<file path="src/logic/cmie_regs.vh">
`ifndef CMIE_REGS_VH
`define CMIE_REGS_VH
// mode encodings (one-hot)
`define CMIE_MODE_RUN 4'h1
`define CMIE_MODE_HALT 4'h2
`define CMIE_MODE_WAIT 4'h4
`define CMIE_MODE_STOP 4'h8
// debug command codes
`define CMIE_CMD_MEM 3'h0
`define CMIE_CMD_MEM_STAT 3'h1
`define CMIE_CMD_DBG_REG 3'h2
`define CMIE_CMD_HALT_REQ 3'h3
`define CMIE_CMD_CORE_REG 3'h4
`define CMIE_CMD_STEP 3'h5
`define CMIE_CMD_RESUME 3'h6
// command status codes
`define CMIE_STAT_OK 2'h0
`define CMIE_STAT_LOWPWR 2'h1
`define CMIE_STAT_REFUSED 2'h2
// interrupt sources
`define CMIE_NUM_SRC 8
`define CMIE_EXT_IRQ_BIT 0
// condition code register mask bit position
`define CMIE_CCR_MASK_BIT 3
`define CMIE_CCR_RESET 8'h08
// vector table top, one word per source
`define CMIE_VEC_TOP 16'hfffe
`endif

</file>
<file path="src/logic/cmie_ext_irq.v">
`timescale 1ns/100ps
`include "cmie_regs.vh"
module cmie_ext_irq (
    input wire i_core_clk,
    input wire i_rst,
    input wire i_irq_pin_n,
    input wire i_irq_edge_level_select,
    input wire i_clear,
    output reg o_ext_irq_flag
);
    reg sync1;
    reg sync2;
    reg prev;
    wire asserted;
    wire edge_seen;

    assign asserted = sync2;
    assign edge_seen = sync2 & ~prev;

    always @(posedge i_core_clk) begin
        if (i_rst) begin
            sync1 <= 1'b0;
            sync2 <= 1'b0;
            prev <= 1'b0;
            o_ext_irq_flag <= 1'b0;
        end else begin
            sync1 <= ~i_irq_pin_n;
            sync2 <= sync1;
            prev <= sync2;
            // set wins over clear; held while pin asserted only when i_irq_edge_level_select is set
            if (edge_seen) begin
                o_ext_irq_flag <= 1'b1;
            end else if (i_irq_edge_level_select && asserted) begin
                o_ext_irq_flag <= 1'b1;
            end else if (i_clear) begin
                o_ext_irq_flag <= 1'b0;
            end
        end
    end
endmodule

</file>
<file path="src/logic/cmie_core_ctrl.v">
// What this block does
// - debug halt suspends program, awaits serial commands
// - non-intrusive commands accepted in run and halt
// - core register, step, resume only in halt
// - resume command returns to running the program
// - wait instruction stops the core clock
// - entering wait clears the global mask
// - interrupt ends wait, starts context stacking
// - wait accepts only halt request, status access
// - status access in low power returns error
// - halt request in wait enters debug halt
// - stop with option set halts all clocks
// - irq flag sets on asserting edge
// - flag held set while pin asserted, in level mode only
// - flags per source, gated by local enable
// - finish instruction before interrupt sequence
// - push pc low, high, index, acc, ccr
// - fetch highest-priority vector, enter routine
// - vector high byte low address, low byte next
`timescale 1ns/100ps
`include "cmie_regs.vh"
module cmie_core_ctrl (
    input wire i_core_clk,
    input wire i_rst,
    // debug command from serial front end
    input wire i_cmd_valid,
    input wire [2:0] i_cmd,
    output reg o_cmd_accept,
    output reg o_cmd_done,
    output reg [1:0] o_cmd_status,
    // core instruction side
    input wire i_instr_done,
    input wire i_wait_exec,
    input wire i_stop_exec,
    input wire i_stop_enable_option,
    input wire i_stop_deep_select,
    input wire [7:0] i_pc_low_byte,
    input wire [7:0] i_pc_high_byte,
    input wire [7:0] i_index_reg,
    input wire [7:0] i_accum,
    input wire [7:0] i_condition_code_reg,
    // interrupt sources
    input wire i_irq_pin_n,
    input wire i_irq_edge_level_select,
    input wire i_ext_irq_clear,
    input wire [`CMIE_NUM_SRC-1:1] i_src_flag,
    input wire [`CMIE_NUM_SRC-1:0] i_src_enable,
    // stack and vector memory
    output reg o_mem_we,
    output reg o_mem_re,
    output reg [15:0] o_mem_addr,
    output reg [7:0] o_mem_wdata,
    input wire [7:0] i_mem_rdata,
    // status out
    output reg [3:0] o_mode,
    output reg o_core_run,
    output reg o_core_clk_en,
    output reg o_sys_clk_en,
    output reg o_stop_deep,
    output reg o_global_mask,
    output reg o_pc_load,
    output reg [15:0] o_pc_value,
    output wire o_ext_irq_flag,
    output wire o_irq_pending
);
    localparam S_IDLE = 4'h1;
    localparam S_PUSH = 4'h2;
    localparam S_VECH = 4'h4;
    localparam S_VECL = 4'h8;

    reg [3:0] seq;
    reg [2:0] push_idx;
    reg [7:0] sp;
    reg [7:0] stack_data [0:4];
    reg [7:0] vec_hi;
    reg [2:0] win_src;
    wire [`CMIE_NUM_SRC-1:0] flags;
    wire [`CMIE_NUM_SRC-1:0] req;
    wire [2:0] top_src;
    wire any_req;
    wire cmd_ok;
    integer k;

    ////////////////////////////////////////////////////////////////////
    // command class helpers
    function cmd_nonintr;
        input [2:0] c;
        begin
            cmd_nonintr = (c == `CMIE_CMD_MEM) || (c == `CMIE_CMD_MEM_STAT) ||
                (c == `CMIE_CMD_DBG_REG) || (c == `CMIE_CMD_HALT_REQ);
        end
    endfunction

    function cmd_lowpwr_ok;
        input [2:0] c;
        begin
            cmd_lowpwr_ok = (c == `CMIE_CMD_HALT_REQ) ||
                (c == `CMIE_CMD_MEM_STAT);
        end
    endfunction

    // highest index wins: higher sources sit lower in the table
    function [2:0] pick_top;
        input [`CMIE_NUM_SRC-1:0] r;
        integer i;
        begin
            pick_top = 3'h0;
            for (i = 0; i < `CMIE_NUM_SRC; i = i + 1) begin
                if (r[i]) begin
                    pick_top = i[2:0];
                end
            end
        end
    endfunction

    ////////////////////////////////////////////////////////////////////
    cmie_ext_irq u_ext_irq (
        .i_core_clk(i_core_clk),
        .i_rst(i_rst),
        .i_irq_pin_n(i_irq_pin_n),
        .i_irq_edge_level_select(i_irq_edge_level_select),
        .i_clear(i_ext_irq_clear),
        .o_ext_irq_flag(o_ext_irq_flag)
    );

    assign flags = {i_src_flag, o_ext_irq_flag};
    genvar g;
    generate
        for (g = 0; g < `CMIE_NUM_SRC; g = g + 1) begin : gate
            assign req[g] = flags[g] & i_src_enable[g];
        end
    endgenerate
    assign any_req = |req;
    assign o_irq_pending = any_req;
    assign top_src = pick_top(req);

    ////////////////////////////////////////////////////////////////////
    // command legality per mode
    assign cmd_ok = (o_mode == `CMIE_MODE_HALT) ? 1'b1 :
        (o_mode == `CMIE_MODE_RUN) ? cmd_nonintr(i_cmd) :
        cmd_lowpwr_ok(i_cmd);

    always @* begin
        o_cmd_accept = i_cmd_valid && cmd_ok;
    end

    always @(posedge i_core_clk) begin
        if (i_rst) begin
            o_cmd_done <= 1'b0;
            o_cmd_status <= `CMIE_STAT_OK;
        end else begin
            o_cmd_done <= i_cmd_valid;
            if (!i_cmd_valid) begin
                o_cmd_status <= `CMIE_STAT_OK;
            end else if (!cmd_ok) begin
                o_cmd_status <= `CMIE_STAT_REFUSED;
            end else if (i_cmd == `CMIE_CMD_MEM_STAT &&
                         (o_mode == `CMIE_MODE_WAIT ||
                          o_mode == `CMIE_MODE_STOP)) begin
                o_cmd_status <= `CMIE_STAT_LOWPWR;
            end else begin
                o_cmd_status <= `CMIE_STAT_OK;
            end
        end
    end

    ////////////////////////////////////////////////////////////////////
    // mode and interrupt sequencer
    always @(posedge i_core_clk) begin
        if (i_rst) begin
            o_mode <= `CMIE_MODE_RUN;
            seq <= S_IDLE;
            push_idx <= 3'h0;
            sp <= 8'hff;
            vec_hi <= 8'h00;
            win_src <= 3'h0;
            o_global_mask <= 1'b1;
            o_stop_deep <= 1'b0;
            o_mem_we <= 1'b0;
            o_mem_re <= 1'b0;
            o_mem_addr <= 16'h0000;
            o_mem_wdata <= 8'h00;
            o_pc_load <= 1'b0;
            o_pc_value <= 16'h0000;
            for (k = 0; k < 5; k = k + 1) begin
                stack_data[k] <= 8'h00;
            end
        end else begin
            o_mem_we <= 1'b0;
            o_mem_re <= 1'b0;
            o_pc_load <= 1'b0;
            case (o_mode)
            `CMIE_MODE_RUN: begin
                if (i_cmd_valid && i_cmd == `CMIE_CMD_HALT_REQ) begin
                    o_mode <= `CMIE_MODE_HALT;
                end else if (seq == S_IDLE && i_instr_done) begin
                    if (any_req && !o_global_mask) begin
                        seq <= S_PUSH;
                        push_idx <= 3'h0;
                        win_src <= top_src;
                        stack_data[0] <= i_pc_low_byte;
                        stack_data[1] <= i_pc_high_byte;
                        stack_data[2] <= i_index_reg;
                        stack_data[3] <= i_accum;
                        stack_data[4] <= i_condition_code_reg;
                    end else if (i_wait_exec) begin
                        o_mode <= `CMIE_MODE_WAIT;
                        o_global_mask <= 1'b0;
                    end else if (i_stop_exec && i_stop_enable_option) begin
                        o_mode <= `CMIE_MODE_STOP;
                        o_stop_deep <= i_stop_deep_select;
                    end
                end
            end
            `CMIE_MODE_HALT: begin
                if (i_cmd_valid && i_cmd == `CMIE_CMD_RESUME) begin
                    o_mode <= `CMIE_MODE_RUN;
                end
            end
            `CMIE_MODE_WAIT: begin
                if (i_cmd_valid && i_cmd == `CMIE_CMD_HALT_REQ) begin
                    o_mode <= `CMIE_MODE_HALT;
                end else if (any_req) begin
                    o_mode <= `CMIE_MODE_RUN;
                    seq <= S_PUSH;
                    push_idx <= 3'h0;
                    win_src <= top_src;
                    stack_data[0] <= i_pc_low_byte;
                    stack_data[1] <= i_pc_high_byte;
                    stack_data[2] <= i_index_reg;
                    stack_data[3] <= i_accum;
                    stack_data[4] <= i_condition_code_reg;
                end
            end
            `CMIE_MODE_STOP: begin
                // any enabled pending flag wakes stop straight back to run, with no stacking
                if (any_req) begin
                    o_mode <= `CMIE_MODE_RUN;
                    o_stop_deep <= 1'b0;
                end
            end
            default: begin
                o_mode <= `CMIE_MODE_RUN;
            end
            endcase

            // stacking and vector fetch run only in run mode
            if (o_mode == `CMIE_MODE_RUN) begin
                case (seq)
                S_IDLE: begin
                end
                S_PUSH: begin
                    o_mem_we <= 1'b1;
                    o_mem_addr <= {8'h01, sp};
                    o_mem_wdata <= stack_data[push_idx];
                    sp <= sp - 8'h01;
                    if (push_idx == 3'h4) begin
                        o_global_mask <= 1'b1;
                        seq <= S_VECH;
                    end else begin
                        push_idx <= push_idx + 3'h1;
                    end
                end
                S_VECH: begin
                    o_mem_re <= 1'b1;
                    o_mem_addr <= `CMIE_VEC_TOP - {12'h000, win_src, 1'b0};
                    seq <= S_VECL;
                end
                // read data trails its strobe by one cycle
                S_VECL: begin
                    if (!o_mem_addr[0]) begin
                        o_mem_re <= 1'b1;
                        o_mem_addr <= o_mem_addr + 16'h0001;
                    end else if (o_mem_re) begin
                        vec_hi <= i_mem_rdata;
                    end else begin
                        o_pc_value <= {vec_hi, i_mem_rdata};
                        o_pc_load <= 1'b1;
                        seq <= S_IDLE;
                    end
                end
                default: begin
                    seq <= S_IDLE;
                end
                endcase
            end
        end
    end

    ////////////////////////////////////////////////////////////////////
    // clock gating, halted program in debug, no clocks in stop
    always @* begin
        o_core_run = (o_mode == `CMIE_MODE_RUN) && (seq == S_IDLE);
        o_core_clk_en = (o_mode == `CMIE_MODE_RUN);
        o_sys_clk_en = (o_mode != `CMIE_MODE_STOP);
    end
endmodule

</file>
<file path="config.mk">
export PLATFORM = sky130hd
export DESIGN_NAME = cmie_core_ctrl
export DESIGN_NICKNAME = d
export VERILOG_FILES = /design/src/logic/cmie_ext_irq.v /design/src/logic/cmie_core_ctrl.v
export VERILOG_INCLUDE_DIRS = /design/src /design/src/logic
export SDC_FILE = /design/constraint.sdc
export NUM_CORES = 1
export LEC_CHECK = 0
export BUFFER_PORTS_ARGS = -buffer_cell sky130_fd_sc_hd__buf_2
export CAP_MARGIN = 30
export CORE_ASPECT_RATIO = 0.75
export CORE_MARGIN = 4
export CORE_UTILIZATION = 48
export DETAILED_ROUTE_END_ITERATION = 6
export GPL_TIMING_DRIVEN = 1
export PLACE_DENSITY_LB_ADDON = 0.2
export RECOVER_POWER = 25
export SYNTH_ARGS = -nofsm -noshare
export SYNTH_HDL_FRONTEND = slang
export SYNTH_SLANG_ARGS = --single-unit
</file>
<file path="constraint.sdc">
create_clock -name i_core_clk -period 2.3 [get_ports i_core_clk]
set_input_delay 0.23 -clock i_core_clk [delete_from_list [all_inputs] [get_ports i_core_clk]]
set_output_delay 0.23 -clock i_core_clk [all_outputs]
set_load 0.05 [all_outputs]
</file>
After elaboration in Yosys (flattened, before gate mapping)
Memories as Yosys holds them, arrays and structs flattened. A register that Yosys moved wholly into a read port is not among the register bits.
Cells that the tools add are included.
{"block": "totals", "register_bits": 74, "memories": 1, "mem_bits_rw": 40}
{"block": "op_classes", "n_bitwise": 27, "n_eq_ne": 28, "reduce_logical": 33, "add_sub_neg": 4, "muxes": 93}
{"name": "stack_data", "depth": 5, "width": 8, "read_ports": 1, "rd_clocked_by_memory_dff": 1, "write_ports": 5, "line_no": "cmie_core_ctrl.v:74", "source": "reg [7:0] stack_data [0:4];"}
{"operator": "two-way mux 8 bit", "count": 10}
{"operator": "two-way mux 4 bit", "count": 17}
{"operator": "two-way mux 3 bit", "count": 19}
{"operator": "one-hot mux 16 bit (3 select lines)", "count": 1}
{"operator": "two-way mux 1 bit", "count": 37}
{"operator": "one-hot mux 4 bit (4 select lines)", "count": 2}
{"operator": "adder 16 x 1 -> 16 bit (second input constant)", "count": 1}
{"operator": "two-way mux 16 bit", "count": 1}
{"operator": "!= test 2 bit (second input constant)", "count": 7}
{"operator": "one-hot mux 3 bit (2 select lines)", "count": 2}
{"operator": "AND reduction 4 bit", "count": 3}
{"operator": "bitwise OR 1 bit", "count": 10}
{"operator": "AND 1 bit", "count": 9}
{"operator": "logical AND 1 bit", "count": 9}
{"operator": "equality test 4 x 1 -> 1 bit (second input constant)", "count": 2}
{"operator": "equality test 4 x 2 -> 1 bit (second input constant)", "count": 2}
{"operator": "equality test 4 x 3 -> 1 bit (second input constant)", "count": 2}
{"operator": "equality test 4 bit (second input constant)", "count": 2}
{"operator": "!= test 2 x 1 -> 1 bit (second input constant)", "count": 4}
{"operator": "inverter 1 bit", "count": 8}
{"operator": "one-hot mux 4 bit (2 select lines)", "count": 1}
{"operator": "OR reduction 8 bit", "count": 1}
{"operator": "subtractor 8 x 1 -> 8 bit (second input constant)", "count": 1}
{"operator": "AND reduction 7 bit", "count": 1}
{"operator": "22 further kinds", "count": 33}

Depth between registers and ports, before layout
Gate-level depths: netlist of run 1.
{"block": "depth", "depth_word": 12, "mapped_depth": 8}

Cells and area by module
Synthesis of run 1 repeated with hierarchy kept, for this count alone.
{"block": "hier_totals", "hier_cells": 480, "area_unflattened_um2": 5252.5}
{"mod": "cmie_core_ctrl", "cells_each": 470, "area_per_inst_um2": 5129.9, "n_inst": 1}
{"mod": "cmie_ext_irq", "cells_each": 10, "area_per_inst_um2": 122.6, "n_inst": 1}

Least setup slack after synthesis of run 1
No wires, ideal clock.
{"block": "synth_timing", "path_type": "register to output", "from": "reg o_mode[0]", "to": "out o_cmd_accept", "setup_slack_ps": -387, "n_path_buf": 1, "t_arrival_ps": 2457, "required_ps": 2070, "stages_incl_launch_ff": 7, "path_cell_list": "dfxtp_1 -> or4b_4 -> buf_6 -> inv_1 -> nor2_1 -> o21ai_0 -> and2_1"}
{"block": "synth_via", "elab_chain_len": 4, "word_cells_on_any_way": 5}
{"item": "start, declared", "line_no": "cmie_core_ctrl.v:55", "source": "output reg [3:0] o_mode,"}
{"item": "start signal, assigned", "line_no": "cmie_core_ctrl.v:171", "source": "o_mode <= `CMIE_MODE_RUN;"}
{"item": "start signal, assigned", "line_no": "cmie_core_ctrl.v:195", "source": "o_mode <= `CMIE_MODE_HALT;"}
{"item": "start signal, assigned", "line_no": "cmie_core_ctrl.v:207", "source": "o_mode <= `CMIE_MODE_WAIT;"}
{"item": "equality test 4 x 1 -> 1 bit"}
{"item": "named net o_core_clk_en", "line_no": "cmie_core_ctrl.v:57", "source": "output reg o_core_clk_en,"}
{"item": "two-way mux 1 bit", "line_no": "cmie_core_ctrl.v:140", "source": "(o_mode == `CMIE_MODE_RUN) ? cmd_nonintr(i_cmd) :"}
{"item": "two-way mux 1 bit", "line_no": "cmie_core_ctrl.v:139", "source": "assign cmd_ok = (o_mode == `CMIE_MODE_HALT) ? 1'b1 :"}
{"item": "logical AND 1 bit", "line_no": "cmie_core_ctrl.v:144", "source": "o_cmd_accept = i_cmd_valid && cmd_ok;"}
{"item": "end, declared", "line_no": "cmie_core_ctrl.v:28", "source": "output reg o_cmd_accept,"}
The timed path passes the listed nets, and every way through them passes these cells.

Worst setup path in the final report of run 1
{"block": "layout_timing", "from": "reg o_mode[2]", "to": "out o_cmd_accept"}
{"block": "layout_via", "elab_chain_len": 4, "word_cells_on_any_way": 5}
{"item": "equality test 4 x 1 -> 1 bit"}
{"item": "two-way mux 1 bit", "line_no": "cmie_core_ctrl.v:140"}
{"item": "two-way mux 1 bit *", "line_no": "cmie_core_ctrl.v:139"}
{"item": "logical AND 1 bit *", "line_no": "cmie_core_ctrl.v:144"}
Mark *: on every way between the ends. The rest lies on a longest branch, timed or not.

==> flow_metrics.env, run 1 <==
export IMPL_synth_commonest_cells="dfxtp_1 (82), nor2_1 (47), and2_1 (41), edfxtp_1 (40), nand2_1 (26)"
export IMPL_power_density_nw_per_um2=926
export IMPL_place_inst=741
export IMPL_firstDrtPassIters=5
export IMPL_hpwl_um=8470
export IMPL_clk_pin_slew_ns=0.05
export IMPL_grt_usage_pct=19.5
export IMPL_die_height_um=98.6
export IMPL_via_per_inst=5.41
export IMPL_cts_htree_levels=4
export IMPL_dpl_cell_area_sq_um=6130
export IMPL_floorplan_initialDensity_pct=50.1
export IMPL_yosysWarnings=0
export IMPL_synth_main_ff_cell="dfxtp_1"
export IMPL_slew_viol_final=0
export IMPL_dieArea_sq_um=12700
export IMPL_die_x_um=129
export IMPL_cap_violations=0
export IMPL_grt_pass1_wl_um=20000
export IMPL_postSynthCellCount=482
export IMPL_nets=706
export IMPL_crit_type="reg2out"
export IMPL_wl_per_cell_um=15.7
export IMPL_fin_setup_tns_ns=0
export IMPL_synth_top_area_cell="dfxtp_1"
export IMPL_drive_gt1_share_pct=26.1
export IMPL_hold_path_class="in2reg"
export IMPL_worstPathArrival_ns=1.99
export IMPL_fmax_mhz=451
export IMPL_core_area_sq_um=10500
export IMPL_antenna_cells=0
export IMPL_status="finished, final reports clean"
export IMPL_area_growth_pct=28.3
export IMPL_vias=4193
export IMPL_drt_wl_total_um=12100
export IMPL_fin_skew_ns=0.00740
export IMPL_ys_types=67
export IMPL_p_leak_nw=2.67
export IMPL_crit_fanout=10
export IMPL_synth_edff_count=40
export IMPL_syn_area_sq_um=5250
export IMPL_drc=0
export IMPL_numCtsBuffers=17
export IMPL_ys_seq_elements=122
export IMPL_cts_tree="yes"
export IMPL_synth_most_common_cell="dfxtp_1"
export IMPL_crit_path_start_kind="flip-flop"
export IMPL_antenna_found_initial=0
export IMPL_setup_viol=0
export IMPL_final_cell_area_sq_um=6740
export IMPL_stdcell_count=775
export IMPL_synth_nets=562
export IMPL_crit_path_end_kind="output port"
export IMPL_relSlewSlack_pct=18.7
export IMPL_grt_pass1_vias=4052
export IMPL_cts_buffer_depth=2
export IMPL_ant_nets=0
export IMPL_irDropWorstVdd_uv=613
export IMPL_seq_area_frac_synth_pct=54.1
export IMPL_grt_max_degree=46
export IMPL_min_period_ns=2.22
export IMPL_grt_overflow=0
export IMPL_io_pins=135
export IMPL_clk_insertion_delay_late_ns=0.40
export IMPL_avgSynthCellArea_sq_um=10.9
export IMPL_rsz0062_at_grt="yes"
export IMPL_rows=32
export IMPL_portBuffers=134
export IMPL_worstMarginPinSlew_ns=1.22
export IMPL_drtIter0Drc=276
export IMPL_cts_sink_count=122
export IMPL_place_gp_congestion=0.806
export IMPL_postSynth_asyncResetShare_pct=0
export IMPL_final_util_pct=64.2
export IMPL_hold_violations=0
export IMPL_synth_top_area_share_pct=31.3
export IMPL_root_buffer="clkbuf_16"
export IMPL_fin_crit_sh_pct=96.3
export IMPL_critPathRequiredTime_ns=2.07
export IMPL_synth_area_leaders="dfxtp_1 (31%), edfxtp_1 (23%), and2_1 (4.9%)"
-- final timing paths --
| kind | start | endpoint | slack, ns | depth (start not counted) |
|---|---|---|---|---|
| worst min-delay path | i_cmd[1] | o_cmd_status[0]$_SDFF_PP0_ | 0.03 | 2 |
| worst max register to register | o_mode[2]$_SDFFE_PP0P_ | push_idx[0]$_SDFF_PP0_ | 0.11 | 7 |
| worst max-delay path | o_mode[2]$_SDFFE_PP0P_ | o_cmd_accept | 0.08 | 6 |
| worst min register to register | u_ext_irq.sync1$_SDFF_PP0_ | u_ext_irq.asserted$_SDFF_PP0_ | 0.44 | 1 |
-- through the flow --
stage	hold slack [ns]	worst slack (ns)	total power, mW
after CTS	0.0168	0.000380	6.28
after global placement	0.398	0.235	3.46
after detailed placement	0.396	0.170	3.48
after floorplan	0.297	0.0458	3.21
after global routing	0.0233	-0.0284	6.50
final	0.0338	0.0842	6.24
-- report_power, final --
part           switching [mW]  internal, mW  total (mW)  leakage (nW)
Clock                   0.979          1.79        2.77         0.304
Sequential             0.0871          2.37        2.46          1.08
Combinational           0.652         0.357        1.01          1.28
-- kinds of logic (layout without fill, tap and decap cells) --
kind of cell	Yosys count	after routing	synth area share, %
xor+xnor	8	8	1.33
fa+ha+maj	3	3	0.715
mux	26	26	6.86
compound gates	98	98	13.5
buf+inv	43	200	3.65
flops	122	122	54.1
simple gates	182	182	19.8
-- critical path, stage by stage (launching register included) --
cell and delay [ns]:
dfxtp_2 0.37, or4b_4 0.58, clkinvlp_4 0.14, nor2_1 0.05, o21ai_1 0.14, and2_2 0.17
buf_6 0.15
-- routing by layer --
| metal | track usage (%) | vias to the layer above | wire length (um) |
|---|---|---|---|
| met5 | 0 | - | 0 |
| met4 | 5.08 | 0 | 105 |
| met3 | 5.25 | 11 | 826 |
| met2 | 29.8 | 133 | 5570 |
| met1 | 27.5 | 1987 | 5650 |
| li1 | - | 2062 | - |
-- area by class of cell --
cell class	count	area, sq um
clock buffers	21	503
clock inverters	11	128
fillers	890	3750
inverters	13	52.6
multi-input cells	317	2230
flip-flops and latches	122	2850
well taps	136	170
repair buffers	155	801
-- state kept, by name, summed over array words and instances (netlist names) --
signal                    cells
o_cmd_status                  2
o_stop_deep                   1
o_cmd_done                    1
u_ext_irq.o_ext_irq_flag      1
o_mode                        4
sp                            8
o_mem_we                      1
o_mem_addr                   16
win_src                       3
stack_data                   40
push_idx                      3
o_mem_re                      1
u_ext_irq.sync1               1
seq                           4
u_ext_irq.asserted            1
o_global_mask                 1
o_pc_value                   16
o_pc_load                     1
vec_hi                        8
u_ext_irq.prev                1
o_mem_wdata                   8
-- timing repair --
action | in CTS | in global routing
hold buffers | 1 | 0
endpoints found under the setup margin | 1 | 4
pin swaps | 1 | 0
setup buffers | 1 | 0
gates resized for setup | 1 | 4
endpoints found under the hold margin | 1 | 0
-- placed cells by master (no fill, tap or decap), types with 5 or more instances in the layout --
cell type,synthesis,final
nand2b_1,10,10
edfxtp_1,40,40
clkbuf_1,17,49
buf_2,9,84
nor2_1,47,47
mux2i_1,18,18
a22o_1,16,16
xor2_1,5,5
o21ai_0,11,10
a211oi_1,10,10
dfxtp_1,82,78
mux4_2,8,8
nor3_1,10,9
inv_1,13,12
buf_4,1,18
nand2_1,26,26
nor2b_1,5,5
a21oi_1,20,20
clkbuf_16,0,19
and2_1,41,40
Power figures use the tool's default switching activity.
==> run 2: changes to the inputs <==
--- a/config.mk
+++ b/config.mk
@@ -15,6 +15,7 @@
 export GPL_TIMING_DRIVEN = 1
 export PLACE_DENSITY_LB_ADDON = 0.2
 export RECOVER_POWER = 25
+export SETUP_SLACK_MARGIN = 0.1
 export SYNTH_ARGS = -nofsm -noshare
 export SYNTH_HDL_FRONTEND = slang
 export SYNTH_SLANG_ARGS = --single-unit
==> constraint.sdc (replaced) <==
create_clock -name i_core_clk -period 2.3 [get_ports i_core_clk]
set_input_delay 0.23 -clock i_core_clk [delete_from_list [all_inputs] [get_ports i_core_clk]]
set_output_delay 0.23 -clock i_core_clk [all_outputs]
set_load 0.01 [all_outputs]
==> run 2 against run 1 <==
The run now ends with capacitance limit, slew limit left. Combinational power fell by 13%. Sequential share of layout area fell by 0.35 points. Power fell by 2.5%. Maximum frequency rose by 4.8%. Global-route usage fell by 0.44 points. Flip-flop and latch count did not move. Final cell count rose by 0.65%. Setup slack improved by 0.10 ns. Non-clock buffer count rose by 5. Worst hold slack improved by 0.0025 ns. Critical path depth fell by 1. Wire length fell by 0.82%.
==> flow_metrics.env, run 2 (synthesis gave the netlist of run 1 again) <==
export IMPL_grt_pass1_wl_um=19500
export IMPL_irDropWorstVdd_uv=628
export IMPL_p_sw_share_pct=24.7
export IMPL_portBuffers=134
export IMPL_antenna_cells=0
export IMPL_timing_rr_end="sp[4]$_SDFFE_PP1P_"
export IMPL_whs_endpoint="o_cmd_status[0]$_SDFF_PP0_"
export IMPL_rows=32
export IMPL_vias=4157
export IMPL_violations="capacitance limit, slew limit"
export IMPL_root_buffer="clkbuf_16"
export IMPL_core_area_sq_um=10500
export IMPL_drive_gt1_share_pct=26.4
export IMPL_dpl_cell_area_sq_um=6140
export IMPL_power_net_switching_mw=1.51
export IMPL_critPathRequiredTime_ns=2.07
export IMPL_intPower_mw=4.58
export IMPL_hold_path_class="in2reg"
export IMPL_p_total_mw=6.09
export IMPL_die_height_um=98.6
export IMPL_fin_skew_ns=0.0109
export IMPL_final_cell_area_sq_um=6780
export IMPL_largest_reg_flops=40
export IMPL_fin_setup_tns_ns=0
export IMPL_largest_register="stack_data"
export IMPL_clkPwrFrac_pct=45.3
export IMPL_dieArea_sq_um=12700
export IMPL_grt_usage_pct=19.1
export IMPL_power_density_nw_per_um2=897
export IMPL_r2r_slack_ns=0.19
export IMPL_min_period_ns=2.11
export IMPL_cts_sink_count=122
export IMPL_hold_depth=2
export IMPL_cts_buffer_depth=2
export IMPL_hpwl_um=8650
export IMPL_crit_path_end_kind="output port"
export IMPL_slowest_stage="or4b_2"
export IMPL_final_cell_mix="buf_2 (85), dfxtp_1 (81), clkbuf_1 (50)"
export IMPL_fmax_mhz=473
export IMPL_place_inst=745
export IMPL_firstDrtPassIters=5
export IMPL_slew_viol_final=33
export IMPL_setup_viol=0
export IMPL_via_per_inst=5.33
export IMPL_grt_overflow=0
export IMPL_cts_tree="yes"
export IMPL_hold_violations=0
export IMPL_min_delay_start="i_cmd[1]"
export IMPL_relSlewSlack_pct=-4.94
export IMPL_crit_buf_inv=2
export IMPL_r2r_cells=6
export IMPL_cpPeakStageDelay_ns=0.66
export IMPL_p_comb_share_pct=14.4
export IMPL_wl_per_cell_um=15.4
export IMPL_antenna_found_initial=0
export IMPL_seqPwrFrac_pct=40.4
export IMPL_clk_insertion_delay_late_ns=0.41
export IMPL_io_pins=135
export IMPL_ant_nets=0
export IMPL_reg_top3="stack_data (40), o_mem_addr (16), o_pc_value (16)"
export IMPL_worstMarginPinSlew_ns=1.57
export IMPL_floorplan_initialDensity_pct=50.1
export IMPL_die_x_um=129
export IMPL_worstPathArrival_ns=1.88
export IMPL_crit_family="simple AND/OR/NAND/NOR gates"
export IMPL_final_common_cell="buf_2"
export IMPL_clk_pin_slew_ns=0.05
export IMPL_crit_fanout=9
export IMPL_crit_path_start_kind="flip-flop"
export IMPL_p_leak_nw=2.70
export IMPL_rsz0062_at_grt="yes"
export IMPL_place_gp_congestion=0.854
export IMPL_fin_crit_sh_pct=92.0
export IMPL_cts_htree_levels=4
export IMPL_numCtsBuffers=17
export IMPL_crit_type="reg2out"
export IMPL_status="finished with violations"
export IMPL_startpoint="o_mode[2]$_SDFFE_PP0P_"
export IMPL_drc=0
export IMPL_drtIter0Drc=286
export IMPL_drt_wl_total_um=12000
export IMPL_grt_pass1_vias=4094
export IMPL_worstPathCellList="buf_4, or4b_2, o21ai_2, and2_1, buf_2"
export IMPL_cap_violations=1
export IMPL_grt_max_degree=41
export IMPL_worstReg2RegStart="o_mode[1]$_SDFFE_PP0P_"
export IMPL_nets=711
export IMPL_stdcell_count=780
export IMPL_area_growth_pct=29.2
==> run 2: changes by cell type in the layout (fill, tap and decap cells not counted), moves of 2 or more <==
cell       change
clkbuf_16      +2
dfxtp_2        -3
buf_4          +5
inv_4          -2
clkinv_2       +2
dfxtp_1        +3
inv_6          -2
==> run 2: per-stage QoR <==
stage | worst slack (ns) | utilization, % | hold WS (ns)
after detailed placement | 0.209 | 58.6 | 0.391
after CTS | 0.124 | 64.9 | 0.0150
final | 0.185 | 64.7 | 0.0363
after floorplan | 0.134 | - | 0.297
after global routing | 0.0726 | 64.7 | 0.0346
after global placement | 0.223 | 58.6 | 0.398
==> run 2: layout make-up <==
cell class              count  area, sq um
clock buffers              25          571
repair buffers            160          823
inverters                  13         52.6
fillers                   881         3710
clock inverters             7         70.1
well taps                 136          170
flip-flops and latches    122         2840
multi-input cells         317         2250
==> run 2: how the worst max path moves through the flow <==
stage	to	slack, ns	depth (start not counted)
5_1_grt	o_mem_addr[3]$_SDFFE_PP0P_	0.07	6
3_5_place_dp	o_mem_addr[3]$_SDFFE_PP0P_	0.21	5
2_1_floorplan	stack_data[0][0]$_DFFE_PP_	0.13	5
6_report	o_cmd_accept	0.19	5
4_1_cts	o_cmd_accept	0.12	6
3_3_place_gp	seq[2]$_SDFF_PP0_	0.22	5
==> run 2: power by group through the flow <==
stage	sequential, mW	clock [mW]	combinational (mW)
final	2.46	2.76	0.875
after global placement	2.48	0	0.798
after floorplan	2.48	0	0.530
after global routing	2.47	2.90	0.953
after detailed placement	2.49	0	0.810
after CTS	2.45	2.81	0.859
==> run 2: routing by layer <==
layer  vias up  global-route usage [%]  share of wire [%]
li1       2066                       -                  -
met1      1964                    25.3                 45
met2       117                    29.9                 47
met3        10                    5.36                6.6
met4         0                    6.94               0.91
met5         -                       0                  0
==> run 2: repair_timing <==
item,CTS,global route
pin swaps,1,0
hold buffers,1,0
setup endpoints to repair,1,9
gates cloned,0,0
setup buffers,2,0
hold endpoints to repair,1,0
resized for setup,2,8
